<file path="config.mk">
export PLATFORM = sky130hd
export DESIGN_NAME = pifb_irq_bank
export DESIGN_NICKNAME = d
export VERILOG_FILES = /design/src/pifb_flag_bit.v /design/src/pifb_irq_bank.v
export VERILOG_INCLUDE_DIRS = /design/src
export SDC_FILE = /design/constraint.sdc
export NUM_CORES = 1
export LEC_CHECK = 0
export BUFFER_PORTS_ARGS = -buffer_cell sky130_fd_sc_hd__buf_4
export CORE_MARGIN = 2
export CORE_UTILIZATION = 40
export CTS_CLUSTER_SIZE = 16
export DETAILED_ROUTE_END_ITERATION = 8
export GPL_TIMING_DRIVEN = 0
export PLACE_DENSITY = 0.74
export SKIP_CTS_REPAIR_TIMING = 1
export SLEW_MARGIN = 10
export SYNTH_ARGS = -nofsm -noshare
export SYNTH_HDL_FRONTEND = slang
export SYNTH_HIERARCHICAL = 1
export SYNTH_SLANG_ARGS = --single-unit
</file>
<file path="constraint.sdc">
create_clock -name ref_clk_in -period 1.83 [get_ports ref_clk_in]
set_clock_uncertainty 0.15 [all_clocks]
set_input_delay 0.4575 -clock ref_clk_in [delete_from_list [all_inputs] [get_ports ref_clk_in]]
set_output_delay 0.4575 -clock ref_clk_in [all_outputs]
set_load 0.05 [all_outputs]
</file>
<file path="src/pifb_defs.vh">
// register offsets, bit positions and reset values for the peripheral interrupt flag/enable bank
`ifndef PIFB_DEFS_VH
`define PIFB_DEFS_VH

// register indices (byte address is four times the index)
`define PIFB_IDX_FLAGS1    8'h0c
`define PIFB_IDX_FLAGS2    8'h0d
`define PIFB_IDX_MASK1     8'h8c
`define PIFB_IDX_MASK2     8'h8d
`define PIFB_IDX_GATE      8'h8b

// first pair bit positions
`define PIFB_B1_PARPORT    7
`define PIFB_B1_CONV       6
`define PIFB_B1_RX         5
`define PIFB_B1_TX         4
`define PIFB_B1_SYNC       3
`define PIFB_B1_CAPA       2
`define PIFB_B1_PERIOD     1
`define PIFB_B1_WIDE       0

// second pair bit positions
`define PIFB_B2_OSC        7
`define PIFB_B2_CMP        6
`define PIFB_B2_LOWV       5
`define PIFB_B2_COLL       3
`define PIFB_B2_CAPC       1
`define PIFB_B2_CAPB       0
`define PIFB_B2_UNIMP_HI   4
`define PIFB_B2_UNIMP_LO   2

// gate register bit positions
`define PIFB_BG_GLOBAL     7
`define PIFB_BG_PERIPH     6

// implemented-bit masks and reset values
`define PIFB_MASK2_IMPL    8'heb
`define PIFB_GATE_IMPL     8'hc0
`define PIFB_RST_BYTE      8'h00
`define PIFB_RX_TX_BITS    8'h30
`define PIFB_ZERO32        32'h0000_0000

`endif

</file>
<file path="src/pifb_flag_bit.v">
// one sticky interrupt flag: hardware set wins over a software write
`timescale 1ns/1ps
module pifb_flag_bit (
   input  wire clk_in,
   input  wire rst_n_in,
   input  wire set_in,
   input  wire wr_in,
   input  wire wdata_in,
   output wire flag_out
);
   reg flag_q;
   reg flag_d;

   // ======================================================
   // next value
   always @* begin
      flag_d = flag_q;
      if (wr_in) begin
         flag_d = wdata_in;
      end
      if (set_in) begin
         flag_d = 1'b1;
      end
   end

   // ======================================================
   // storage
   always @(posedge clk_in or negedge rst_n_in) begin
      if (!rst_n_in) begin
         flag_q <= 1'b0;
      end else begin
         flag_q <= flag_d;
      end
   end

   assign flag_out = flag_q;
endmodule // pifb_flag_bit

</file>
<file path="src/pifb_irq_bank.v">
// peripheral interrupt flag and enable register bank with apb slave
//
// Our own choice: the APB register port.
`timescale 1ns/1ps
`include "pifb_defs.vh"

// Operation
// - flags set regardless of enables
// - enable register one, eight bits, reset zero
// - request register one, same order, reset zero
// - parallel port access sets bit seven
// - conversion done sets bit six
// - receive flag read-only, shows buffer full
// - transmit flag read-only, shows buffer empty
// - sync port transfer, or sequence in master mode, sets flag
// - foreign start/stop while idle in master mode sets flag
// - sync port flag sticky until cleared
// - capture/compare units set on capture or match, except a unit in pwm mode
// - period timer match sets bit one
// - wide timer overflow sets bit zero
// - enable register two layout, reset zero
// - request register two same positions
// - bits four and two read zero
// - oscillator failure sets bit seven
// - comparator change and low supply set flags
// - collision flag only in master mode
// - peripheral gate required for the core request, not periph_irq_out
// - global enable blocks the core request only, not periph_irq_out
module pifb_irq_bank (
   input  wire        ref_clk_in,
   input  wire        reset_n_in,
   // apb slave
   input  wire        psel_in,
   input  wire        penable_in,
   input  wire        pwrite_in,
   input  wire [11:0] paddr_in,
   input  wire [31:0] pwdata_in,
   input  wire [3:0]  pstrb_in,
   output wire        pready_out,
   output reg  [31:0] prdata_out,
   output wire        pslverr_out,
   // peripheral event pulses and status levels
   input  wire        parport_access_in,
   input  wire        conversion_done_in,
   input  wire        serial_rx_full_in,
   input  wire        serial_tx_empty_in,
   input  wire        sync_xfer_done_in,
   input  wire        sync_master_mode_in,
   input  wire        sync_seq_done_in,
   input  wire        sync_idle_in,
   input  wire        sync_bus_start_stop_in,
   input  wire        sync_collision_in,
   input  wire [2:0]  capcmp_mode_pwm_in,
   input  wire [2:0]  capcmp_event_in,
   input  wire        period_match_in,
   input  wire        wide_timer_ovf_in,
   input  wire        osc_fail_in,
   input  wire        comparator_change_in,
   input  wire        low_supply_in,
   // request to core
   output reg         periph_irq_out,
   output reg         core_irq_out
);
   // ======================================================
   // reset release through two flip-flops
   reg rst_meta_q;
   reg rst_sync_q;
   always @(posedge ref_clk_in or negedge reset_n_in) begin
      if (!reset_n_in) begin
         rst_meta_q <= 1'b0;
         rst_sync_q <= 1'b0;
      end else begin
         rst_meta_q <= 1'b1;
         rst_sync_q <= rst_meta_q;
      end
   end
   wire rst_n = rst_sync_q;

   // ======================================================
   // apb decode
   function sel_idx;
      input [11:0] addr;
      input [7:0]  idx;
      begin
         sel_idx = (addr[11:2] == {2'b00, idx}) && (addr[1:0] == 2'b00);
      end
   endfunction

   wire access    = psel_in & penable_in;
   wire wr_lane0  = access & pwrite_in & pstrb_in[0];
   wire hit_f1    = sel_idx(paddr_in, `PIFB_IDX_FLAGS1);
   wire hit_f2    = sel_idx(paddr_in, `PIFB_IDX_FLAGS2);
   wire hit_m1    = sel_idx(paddr_in, `PIFB_IDX_MASK1);
   wire hit_m2    = sel_idx(paddr_in, `PIFB_IDX_MASK2);
   wire hit_gate  = sel_idx(paddr_in, `PIFB_IDX_GATE);
   wire hit_any   = hit_f1 | hit_f2 | hit_m1 | hit_m2 | hit_gate;
   wire wr_f1     = wr_lane0 & hit_f1;
   wire wr_f2     = wr_lane0 & hit_f2;

   // zero wait states; unmapped address answers with an error
   assign pready_out  = 1'b1;
   assign pslverr_out = access & ~hit_any;

   // ======================================================
   // enable registers and core gate bits
   reg [7:0] mask1_q;
   reg [7:0] mask2_q;
   reg [7:0] gate_q;
   always @(posedge ref_clk_in or negedge rst_n) begin
      if (!rst_n) begin
         mask1_q <= `PIFB_RST_BYTE;
         mask2_q <= `PIFB_RST_BYTE;
         gate_q  <= `PIFB_RST_BYTE;
      end else if (wr_lane0) begin
         if (hit_m1) begin
            mask1_q <= pwdata_in[7:0];
         end
         if (hit_m2) begin
            mask2_q <= pwdata_in[7:0] & `PIFB_MASK2_IMPL;
         end
         if (hit_gate) begin
            gate_q <= pwdata_in[7:0] & `PIFB_GATE_IMPL;
         end
      end
   end

   // ======================================================
   // set conditions for each sticky flag, independent of any enable
   wire [2:0] capcmp_set = capcmp_event_in & ~capcmp_mode_pwm_in;
   wire sync_set = sync_xfer_done_in
                 | (sync_master_mode_in & sync_seq_done_in)
                 | (sync_master_mode_in & sync_idle_in & sync_bus_start_stop_in);
   wire coll_set = sync_master_mode_in & sync_collision_in;

   wire [7:0] set1;
   assign set1[`PIFB_B1_PARPORT] = parport_access_in;
   assign set1[`PIFB_B1_CONV]    = conversion_done_in;
   assign set1[`PIFB_B1_RX]      = 1'b0;
   assign set1[`PIFB_B1_TX]      = 1'b0;
   assign set1[`PIFB_B1_SYNC]    = sync_set;
   assign set1[`PIFB_B1_CAPA]    = capcmp_set[0];
   assign set1[`PIFB_B1_PERIOD]  = period_match_in;
   assign set1[`PIFB_B1_WIDE]    = wide_timer_ovf_in;

   wire [7:0] set2;
   assign set2[`PIFB_B2_OSC]  = osc_fail_in;
   assign set2[`PIFB_B2_CMP]  = comparator_change_in;
   assign set2[`PIFB_B2_LOWV] = low_supply_in;
   assign set2[`PIFB_B2_UNIMP_HI] = 1'b0;
   assign set2[`PIFB_B2_COLL] = coll_set;
   assign set2[`PIFB_B2_UNIMP_LO] = 1'b0;
   assign set2[`PIFB_B2_CAPC] = capcmp_set[2];
   assign set2[`PIFB_B2_CAPB] = capcmp_set[1];

   // ======================================================
   // sticky flag cells, one per read/write flag; no storage for live or unimplemented bits
   wire parport_access_irq_flag;
   wire conversion_done_irq_flag;
   wire sync_port_irq_flag;
   wire capcmp_a_irq_flag;
   wire period_match_irq_flag;
   wire wide_timer_ovf_irq_flag;
   wire osc_fail_irq_flag;
   wire comparator_change_irq_flag;
   wire low_supply_irq_flag;
   wire collision_irq_flag;
   wire capcmp_c_irq_flag;
   wire capcmp_b_irq_flag;

   // parallel port access flag
   pifb_flag_bit u_parport_flag (
      .clk_in   (ref_clk_in),
      .rst_n_in (rst_n),
      .set_in   (set1[`PIFB_B1_PARPORT]),
      .wr_in    (wr_f1),
      .wdata_in (pwdata_in[`PIFB_B1_PARPORT]),
      .flag_out (parport_access_irq_flag)
   );
   // conversion done flag
   pifb_flag_bit u_conv_flag (
      .clk_in   (ref_clk_in),
      .rst_n_in (rst_n),
      .set_in   (set1[`PIFB_B1_CONV]),
      .wr_in    (wr_f1),
      .wdata_in (pwdata_in[`PIFB_B1_CONV]),
      .flag_out (conversion_done_irq_flag)
   );
   // synchronous serial port flag
   pifb_flag_bit u_sync_flag (
      .clk_in   (ref_clk_in),
      .rst_n_in (rst_n),
      .set_in   (set1[`PIFB_B1_SYNC]),
      .wr_in    (wr_f1),
      .wdata_in (pwdata_in[`PIFB_B1_SYNC]),
      .flag_out (sync_port_irq_flag)
   );
   // capture/compare unit a flag
   pifb_flag_bit u_capa_flag (
      .clk_in   (ref_clk_in),
      .rst_n_in (rst_n),
      .set_in   (set1[`PIFB_B1_CAPA]),
      .wr_in    (wr_f1),
      .wdata_in (pwdata_in[`PIFB_B1_CAPA]),
      .flag_out (capcmp_a_irq_flag)
   );
   // period timer match flag
   pifb_flag_bit u_period_flag (
      .clk_in   (ref_clk_in),
      .rst_n_in (rst_n),
      .set_in   (set1[`PIFB_B1_PERIOD]),
      .wr_in    (wr_f1),
      .wdata_in (pwdata_in[`PIFB_B1_PERIOD]),
      .flag_out (period_match_irq_flag)
   );
   // wide timer overflow flag
   pifb_flag_bit u_wide_flag (
      .clk_in   (ref_clk_in),
      .rst_n_in (rst_n),
      .set_in   (set1[`PIFB_B1_WIDE]),
      .wr_in    (wr_f1),
      .wdata_in (pwdata_in[`PIFB_B1_WIDE]),
      .flag_out (wide_timer_ovf_irq_flag)
   );
   // oscillator failure flag
   pifb_flag_bit u_osc_flag (
      .clk_in   (ref_clk_in),
      .rst_n_in (rst_n),
      .set_in   (set2[`PIFB_B2_OSC]),
      .wr_in    (wr_f2),
      .wdata_in (pwdata_in[`PIFB_B2_OSC]),
      .flag_out (osc_fail_irq_flag)
   );
   // comparator change flag
   pifb_flag_bit u_cmp_flag (
      .clk_in   (ref_clk_in),
      .rst_n_in (rst_n),
      .set_in   (set2[`PIFB_B2_CMP]),
      .wr_in    (wr_f2),
      .wdata_in (pwdata_in[`PIFB_B2_CMP]),
      .flag_out (comparator_change_irq_flag)
   );
   // low supply flag
   pifb_flag_bit u_lowv_flag (
      .clk_in   (ref_clk_in),
      .rst_n_in (rst_n),
      .set_in   (set2[`PIFB_B2_LOWV]),
      .wr_in    (wr_f2),
      .wdata_in (pwdata_in[`PIFB_B2_LOWV]),
      .flag_out (low_supply_irq_flag)
   );
   // bus collision flag
   pifb_flag_bit u_coll_flag (
      .clk_in   (ref_clk_in),
      .rst_n_in (rst_n),
      .set_in   (set2[`PIFB_B2_COLL]),
      .wr_in    (wr_f2),
      .wdata_in (pwdata_in[`PIFB_B2_COLL]),
      .flag_out (collision_irq_flag)
   );
   // capture/compare unit c flag
   pifb_flag_bit u_capc_flag (
      .clk_in   (ref_clk_in),
      .rst_n_in (rst_n),
      .set_in   (set2[`PIFB_B2_CAPC]),
      .wr_in    (wr_f2),
      .wdata_in (pwdata_in[`PIFB_B2_CAPC]),
      .flag_out (capcmp_c_irq_flag)
   );
   // capture/compare unit b flag
   pifb_flag_bit u_capb_flag (
      .clk_in   (ref_clk_in),
      .rst_n_in (rst_n),
      .set_in   (set2[`PIFB_B2_CAPB]),
      .wr_in    (wr_f2),
      .wdata_in (pwdata_in[`PIFB_B2_CAPB]),
      .flag_out (capcmp_b_irq_flag)
   );

   // ======================================================
   // sticky images in register bit order; live and unimplemented bits hold zero
   wire [7:0] sticky1;
   wire [7:0] sticky2;
   assign sticky1[`PIFB_B1_PARPORT]  = parport_access_irq_flag;
   assign sticky1[`PIFB_B1_CONV]     = conversion_done_irq_flag;
   assign sticky1[`PIFB_B1_RX]       = 1'b0;
   assign sticky1[`PIFB_B1_TX]       = 1'b0;
   assign sticky1[`PIFB_B1_SYNC]     = sync_port_irq_flag;
   assign sticky1[`PIFB_B1_CAPA]     = capcmp_a_irq_flag;
   assign sticky1[`PIFB_B1_PERIOD]   = period_match_irq_flag;
   assign sticky1[`PIFB_B1_WIDE]     = wide_timer_ovf_irq_flag;
   assign sticky2[`PIFB_B2_OSC]      = osc_fail_irq_flag;
   assign sticky2[`PIFB_B2_CMP]      = comparator_change_irq_flag;
   assign sticky2[`PIFB_B2_LOWV]     = low_supply_irq_flag;
   assign sticky2[`PIFB_B2_UNIMP_HI] = 1'b0;
   assign sticky2[`PIFB_B2_COLL]     = collision_irq_flag;
   assign sticky2[`PIFB_B2_UNIMP_LO] = 1'b0;
   assign sticky2[`PIFB_B2_CAPC]     = capcmp_c_irq_flag;
   assign sticky2[`PIFB_B2_CAPB]     = capcmp_b_irq_flag;

   // ======================================================
   // visible request registers
   wire [7:0] flags1;
   assign flags1 = (sticky1 & ~`PIFB_RX_TX_BITS)
                 | {2'b00, serial_rx_full_in, serial_tx_empty_in, 4'h0};
   wire [7:0] flags2 = sticky2 & `PIFB_MASK2_IMPL;

   // ======================================================
   // request outputs
   wire any_pending = (|(flags1 & mask1_q)) | (|(flags2 & mask2_q));
   always @(posedge ref_clk_in or negedge rst_n) begin
      if (!rst_n) begin
         periph_irq_out <= 1'b0;
         core_irq_out   <= 1'b0;
      end else begin
         periph_irq_out <= any_pending;
         core_irq_out   <= any_pending & gate_q[`PIFB_BG_PERIPH]
                         & gate_q[`PIFB_BG_GLOBAL];
      end
   end

   // ======================================================
   // read data, registered at setup so it is stable in the access phase
   always @(posedge ref_clk_in or negedge rst_n) begin
      if (!rst_n) begin
         prdata_out <= `PIFB_ZERO32;
      end else if (psel_in & ~penable_in & ~pwrite_in) begin
         prdata_out <= `PIFB_ZERO32;
         if (hit_f1) begin
            prdata_out[7:0] <= flags1;
         end
         if (hit_f2) begin
            prdata_out[7:0] <= flags2;
         end
         if (hit_m1) begin
            prdata_out[7:0] <= mask1_q;
         end
         if (hit_m2) begin
            prdata_out[7:0] <= mask2_q;
         end
         if (hit_gate) begin
            prdata_out[7:0] <= gate_q;
         end
      end
   end
endmodule // pifb_irq_bank

</file>
Word level (Yosys, flattened, before mapping). Cells that the tools add are included.

Equal/unequal tests: 5. Mux-type cells: 29. Bitwise gates (word level): 29. Reductions and logical operators: 23.

Operators by type and width (number): $mux W8 (5); $eq A10 B8 Y1 const B (3); $mux W1 (24); $reduce_bool A2 Y1 (12); $eq A10 B4 Y1 const B (2); $and A8 B8 Y8 (2); $reduce_or A8 Y1 (2); $and A1 B1 Y1 (14); $or A8 B6 Y8 (1); $or A1 B1 Y1 (7); $reduce_and A2 Y1 (3); $logic_and A1 B1 Y1 (5); $and A3 B3 Y3 (1); $not A1 Y1 (3); $not A3 Y3 (1); $logic_not A2 Y1 (1).

Register bits after elaboration: 40. Input port bits: 74. Output and inout bits: 36. Logic and storage cells: 106.

Longest topological paths before layout.
Depth after elaboration: 8. Gate-level depth with buffers: 6.

Cells and area by module. Netlist, hierarchy kept.

By module, submodules not included: pifb_irq_bank (instances 1, cells each 161, area an instance 1740.4 µm², seq. area each 700.7 µm²); pifb_flag_bit (instances 12, cells each 3, area an instance 40.0 µm², seq. area each 25.0 µm²).

Worst setup path before layout. No wires, ideal clock.

Path type: input-to-reg. Start: input port paddr_in[11]. End: register u_coll_flag.flag_q (netlist: u_coll_flag/flag_out). Arrival time: 2.342 ns. Setup slack: -0.786 ns. Stages: 5. Path buffers: 0. Cell sequence: nor4_4 -> nand3_2 -> nor4b_1 -> nor2b_1 -> a211o_1.

Longest elaborated chain between the ends: 4.

RTL lines: start, declared (RTL line pifb_irq_bank.v:36) `input wire [11:0] paddr_in,`; $eq A10 B4 Y1 (RTL line pifb_irq_bank.v:85) `sel_idx = (addr[11:2] == {2'b00, idx}) && (addr[1:0] == 2'b00);`; $logic_and A1 B1 Y1 (RTL line pifb_irq_bank.v:85); $and A1 B1 Y1 (RTL line pifb_irq_bank.v:98) `wire wr_f2 = wr_lane0 & hit_f2;`; named net wr_f2 (RTL line pifb_irq_bank.v:98); $reduce_bool A2 Y1 (no source line); end signal, assigned (RTL line pifb_flag_bit.v:32) `flag_q <= flag_d;`; end, declared (RTL line pifb_flag_bit.v:11) `reg flag_q;`.

The timed path passes the listed nets, and every way through them passes these cells. A chain may end at the register's enable or synchronous reset.

Worst setup path after layout.
Start: input port paddr_in[11]. End: register mask1_q[0].

Longest elaborated chain between the ends: 3.

RTL lines: $eq A10 B8 Y1 (RTL line pifb_irq_bank.v:85); $logic_and A1 B1 Y1 (RTL line pifb_irq_bank.v:85); $reduce_and A2 Y1 (no source line); end signal, assigned (RTL line pifb_irq_bank.v:111) `` mask1_q <= `PIFB_RST_BYTE; ``; end signal, assigned (RTL line pifb_irq_bank.v:116) `mask1_q <= pwdata_in[7:0];`; end, declared (RTL line pifb_irq_bank.v:106) `reg [7:0] mask1_q;`.

No other way between the ends.

==> impl_metrics.env <==
export IMPL_synth_seq_cells=40
export IMPL_worstMarginPinSlew_ns=0.802
export IMPL_violations="setup timing"
export IMPL_dr_pass1_iters=4
export IMPL_layout_nets=369
export IMPL_leakage_nw=1.51
export IMPL_grtUsageMet2=0.251
export IMPL_hold_viol=0
export IMPL_cts_root_buf="clkbuf_8"
export IMPL_routed_wl_mm=4.97
export IMPL_criticalPathCategory="input port to flip-flop"
export IMPL_cts_tree="built"
export IMPL_grt_pass1_vias=1553
export IMPL_yosys_cell_types_count=42
export IMPL_grt_overflow=0
export IMPL_initial_core_util=0.408
export IMPL_grt_max_degree=39
export IMPL_busiest_layer="met2"
export IMPL_rows=27
export IMPL_cp_data_arrival_time_ns=2.06
export IMPL_yosysWarnings=6
export IMPL_port_buffers=55
export IMPL_min_path_type="input port to flip-flop"
export IMPL_run_status="complete, but fails checks"
export IMPL_core_area_um2=5440
export IMPL_cp_max_fo=8
export IMPL_antenna_found_initial=0
export IMPL_hpwl_mm=3.58
export IMPL_r2r_slack_ns=0.32
export IMPL_die_h_um=78.5
export IMPL_slew_violations=0
export IMPL_ys_seq_area_frac=0.451
export IMPL_critPathMaxStageDelay_ns=0.45
export IMPL_num_vias=1727
export IMPL_synth_edf_count=0
export IMPL_met3_usage=0.0540
export IMPL_globalplace_congestion=0.809
export IMPL_timing_fmax_mhz=496
export IMPL_slowest_stage="or4_4"
export IMPL_drt_iter0_drc=76
export IMPL_mostFrequentLayoutCells="buf_4 (87), dfrtp_1 (39), conb_1 (26)"
export IMPL_routedWlPerCell_um=13.5
export IMPL_path_clk_slew_ns=0.07
export IMPL_whs_ns=0.189
export IMPL_setup_violations=27
export IMPL_maxCapViolations=0
export IMPL_synthToLayoutAreaGrowth_pct=40.9
export IMPL_die_width_um=78.5
export IMPL_rsz0062_at_grt="true"
export IMPL_cp_required_ns=1.87
export IMPL_cp_cell_sequence="buf_6, nor4_4, buf_4, nand3_4, or4_4, buf_12, mux2_4"
export IMPL_met1_usage=0.207
export IMPL_insertion_delay_ns=0.30
export IMPL_cts_sinks=40
export IMPL_end_kind="flip-flop"
export IMPL_route_detailed_drc=0
export IMPL_syn_inst=197
export IMPL_finalCritPeriodShare=1.10
export IMPL_crit_family="simple AND/OR/NAND/NOR gates"
export IMPL_grtUsageTotal=0.163
export IMPL_fin_ws_ns=-0.188
export IMPL_via_per_inst=4.69
export IMPL_critPathLaunchType="input port"
export IMPL_synthArstFlopShare=1.00
export IMPL_syn_area_per_cell_um2=11.3
export IMPL_final_antenna_net_count=0
export IMPL_p_per_area_nw_per_um2=623
export IMPL_fin_util=0.575
export IMPL_ys_flop_type="dfrtp_1"
export IMPL_cts_made_buffers=5
export IMPL_drive_gt1_frac=0.480
export IMPL_syn_cell_area_um2=2220
export IMPL_ir_drop_v=0.000413
export IMPL_mostFrequentLayoutCell="buf_4"
export IMPL_grt_pass1_wl_mm=7.62
export IMPL_path_buf_inv=3
export IMPL_relSlewSlack=0.465
export IMPL_finalCriticalPeriod_ns=2.02
export IMPL_cts_path_max_buffers=2
export IMPL_n_fill_cell=488
export IMPL_dieArea_um2=6160
export IMPL_floorplan_io_pins=110
export IMPL_antennaDiodeCount=0
export IMPL_h_tree_depth=2
-- worst reg2reg max path, delay by kind of cell (launching register included) --
| kind | cells | cell delay [ns] |
|---|---|---|
| AOI/OAI and AO/OA | 2 | 0.44 |
| DFF | 1 | 0.40 |
| and+or+nand+nor | 2 | 0.41 |
-- cells in the mapped netlist (all sizes together) (2+ instances only) --
| cell | count | share of area |
|---|---|---|
| nor2 | 3 | 0.0051 |
| o21ba | 4 | 0.018 |
| clkbuf | 3 | 0.0051 |
| or3 | 2 | 0.0062 |
| a21o | 2 | 0.0068 |
| buf | 29 | 0.096 |
| and3 | 2 | 0.0056 |
| nor2b | 16 | 0.045 |
| conb | 2 | 0.0034 |
| mux4 | 2 | 0.020 |
| a21oi | 2 | 0.0045 |
| a221o | 2 | 0.0090 |
| nand4 | 2 | 0.0056 |
| mux2 | 16 | 0.095 |
| nor4 | 2 | 0.012 |
| nand3 | 4 | 0.011 |
| a22oi | 5 | 0.017 |
| nand2 | 8 | 0.014 |
| mux2i | 6 | 0.027 |
| dfrtp | 40 | 0.45 |
| a211o | 12 | 0.047 |
| o21ai | 18 | 0.041 |
| and2 | 3 | 0.0085 |
-- path summary, 6_finish.rpt --
path / startpoint / endpoint / depth (start not counted)
worst max-delay path: paddr_in[11] / mask1_q[0] / 7
worst min-delay path: wide_timer_ovf_in / u_wide_flag/flag_out / 2
worst max register to register: u_wide_flag/flag_out / core_irq_out / 4
worst min register to register: rst_meta_q / rst_n / 0
max in group asynchronous: rst_n / prdata_out[0] / 0
min in group asynchronous: rst_n / mask1_q[0] / 0
-- logic make-up after synthesis --
kind of cell | Yosys count | share of synthesized area
other | 2 | 0.00338
AND/OR/NAND/NOR | 51 | 0.150
buffers and inverters | 33 | 0.103
multiplexers | 24 | 0.142
AO/OA/AOI/OAI | 47 | 0.151
flip-flops | 40 | 0.451
-- flip-flops by register name, indices dropped and copies added (netlist names) --
signal / count
u_wide_flag/flag_out: 1
u_period_flag/flag_out: 1
u_cmp_flag/flag_out: 1
u_capb_flag/flag_out: 1
u_sync_flag/flag_out: 1
core_irq_out: 1
mask1_q: 8
u_capc_flag/flag_out: 1
periph_irq_out: 1
rst_meta_q: 1
u_parport_flag/flag_out: 1
rst_n: 1
mask2_q: 6
u_capa_flag/flag_out: 1
u_coll_flag/flag_out: 1
u_lowv_flag/flag_out: 1
gate_q: 2
prdata_out: 8
u_conv_flag/flag_out: 1
u_osc_flag/flag_out: 1
-- layer usage --
metal  wire length [um]  up-vias  share of wire
met2               2390       67           0.48
met1               2120      792           0.43
met4                117        0          0.024
met3                342       12          0.069
li1                   -      856              -
met5                  0        -              0
-- through the flow --
step	area [um^2]	power, W	TNS [ns]	setup WS, ns	cells
after floorplan	2350	0.00113	-6.11	-0.360	221
after global placement	2850	0.00124	-15.95	-0.678	348
after detailed placement	2860	0.00124	-16.28	-0.670	348
after CTS	2960	0.00195	-6.52	-0.580	356
after global routing	3130	0.00203	-3.53	-0.205	368
final	3130	0.00195	-2.57	-0.188	368
-- report_power, final --
group | total, W | internal (W) | switching [W] | leakage [nW]
Sequential | 0.000902 | 0.000886 | 0.0000159 | 0.491
Combinational | 0.000341 | 0.000144 | 0.000196 | 0.967
Clock | 0.000706 | 0.000404 | 0.000301 | 0.0552
-- final cells by class --
| class | count | area, um^2 | area share |
|---|---|---|---|
| Multi-Input combinational cell | 148 | 1140 | 0.365 |
| Sequential cell | 40 | 1000 | 0.320 |
| Timing Repair Buffer | 67 | 520 | 0.166 |
| Buffer | 32 | 264 | 0.0844 |
| Tap cell | 72 | 90.1 | 0.0288 |
| Clock buffer | 6 | 72.6 | 0.0232 |
| Clock inverter | 2 | 35.0 | 0.0112 |
| Inverter | 1 | 3.75 | 0.00120 |
Power figures use the tool's default switching activity.
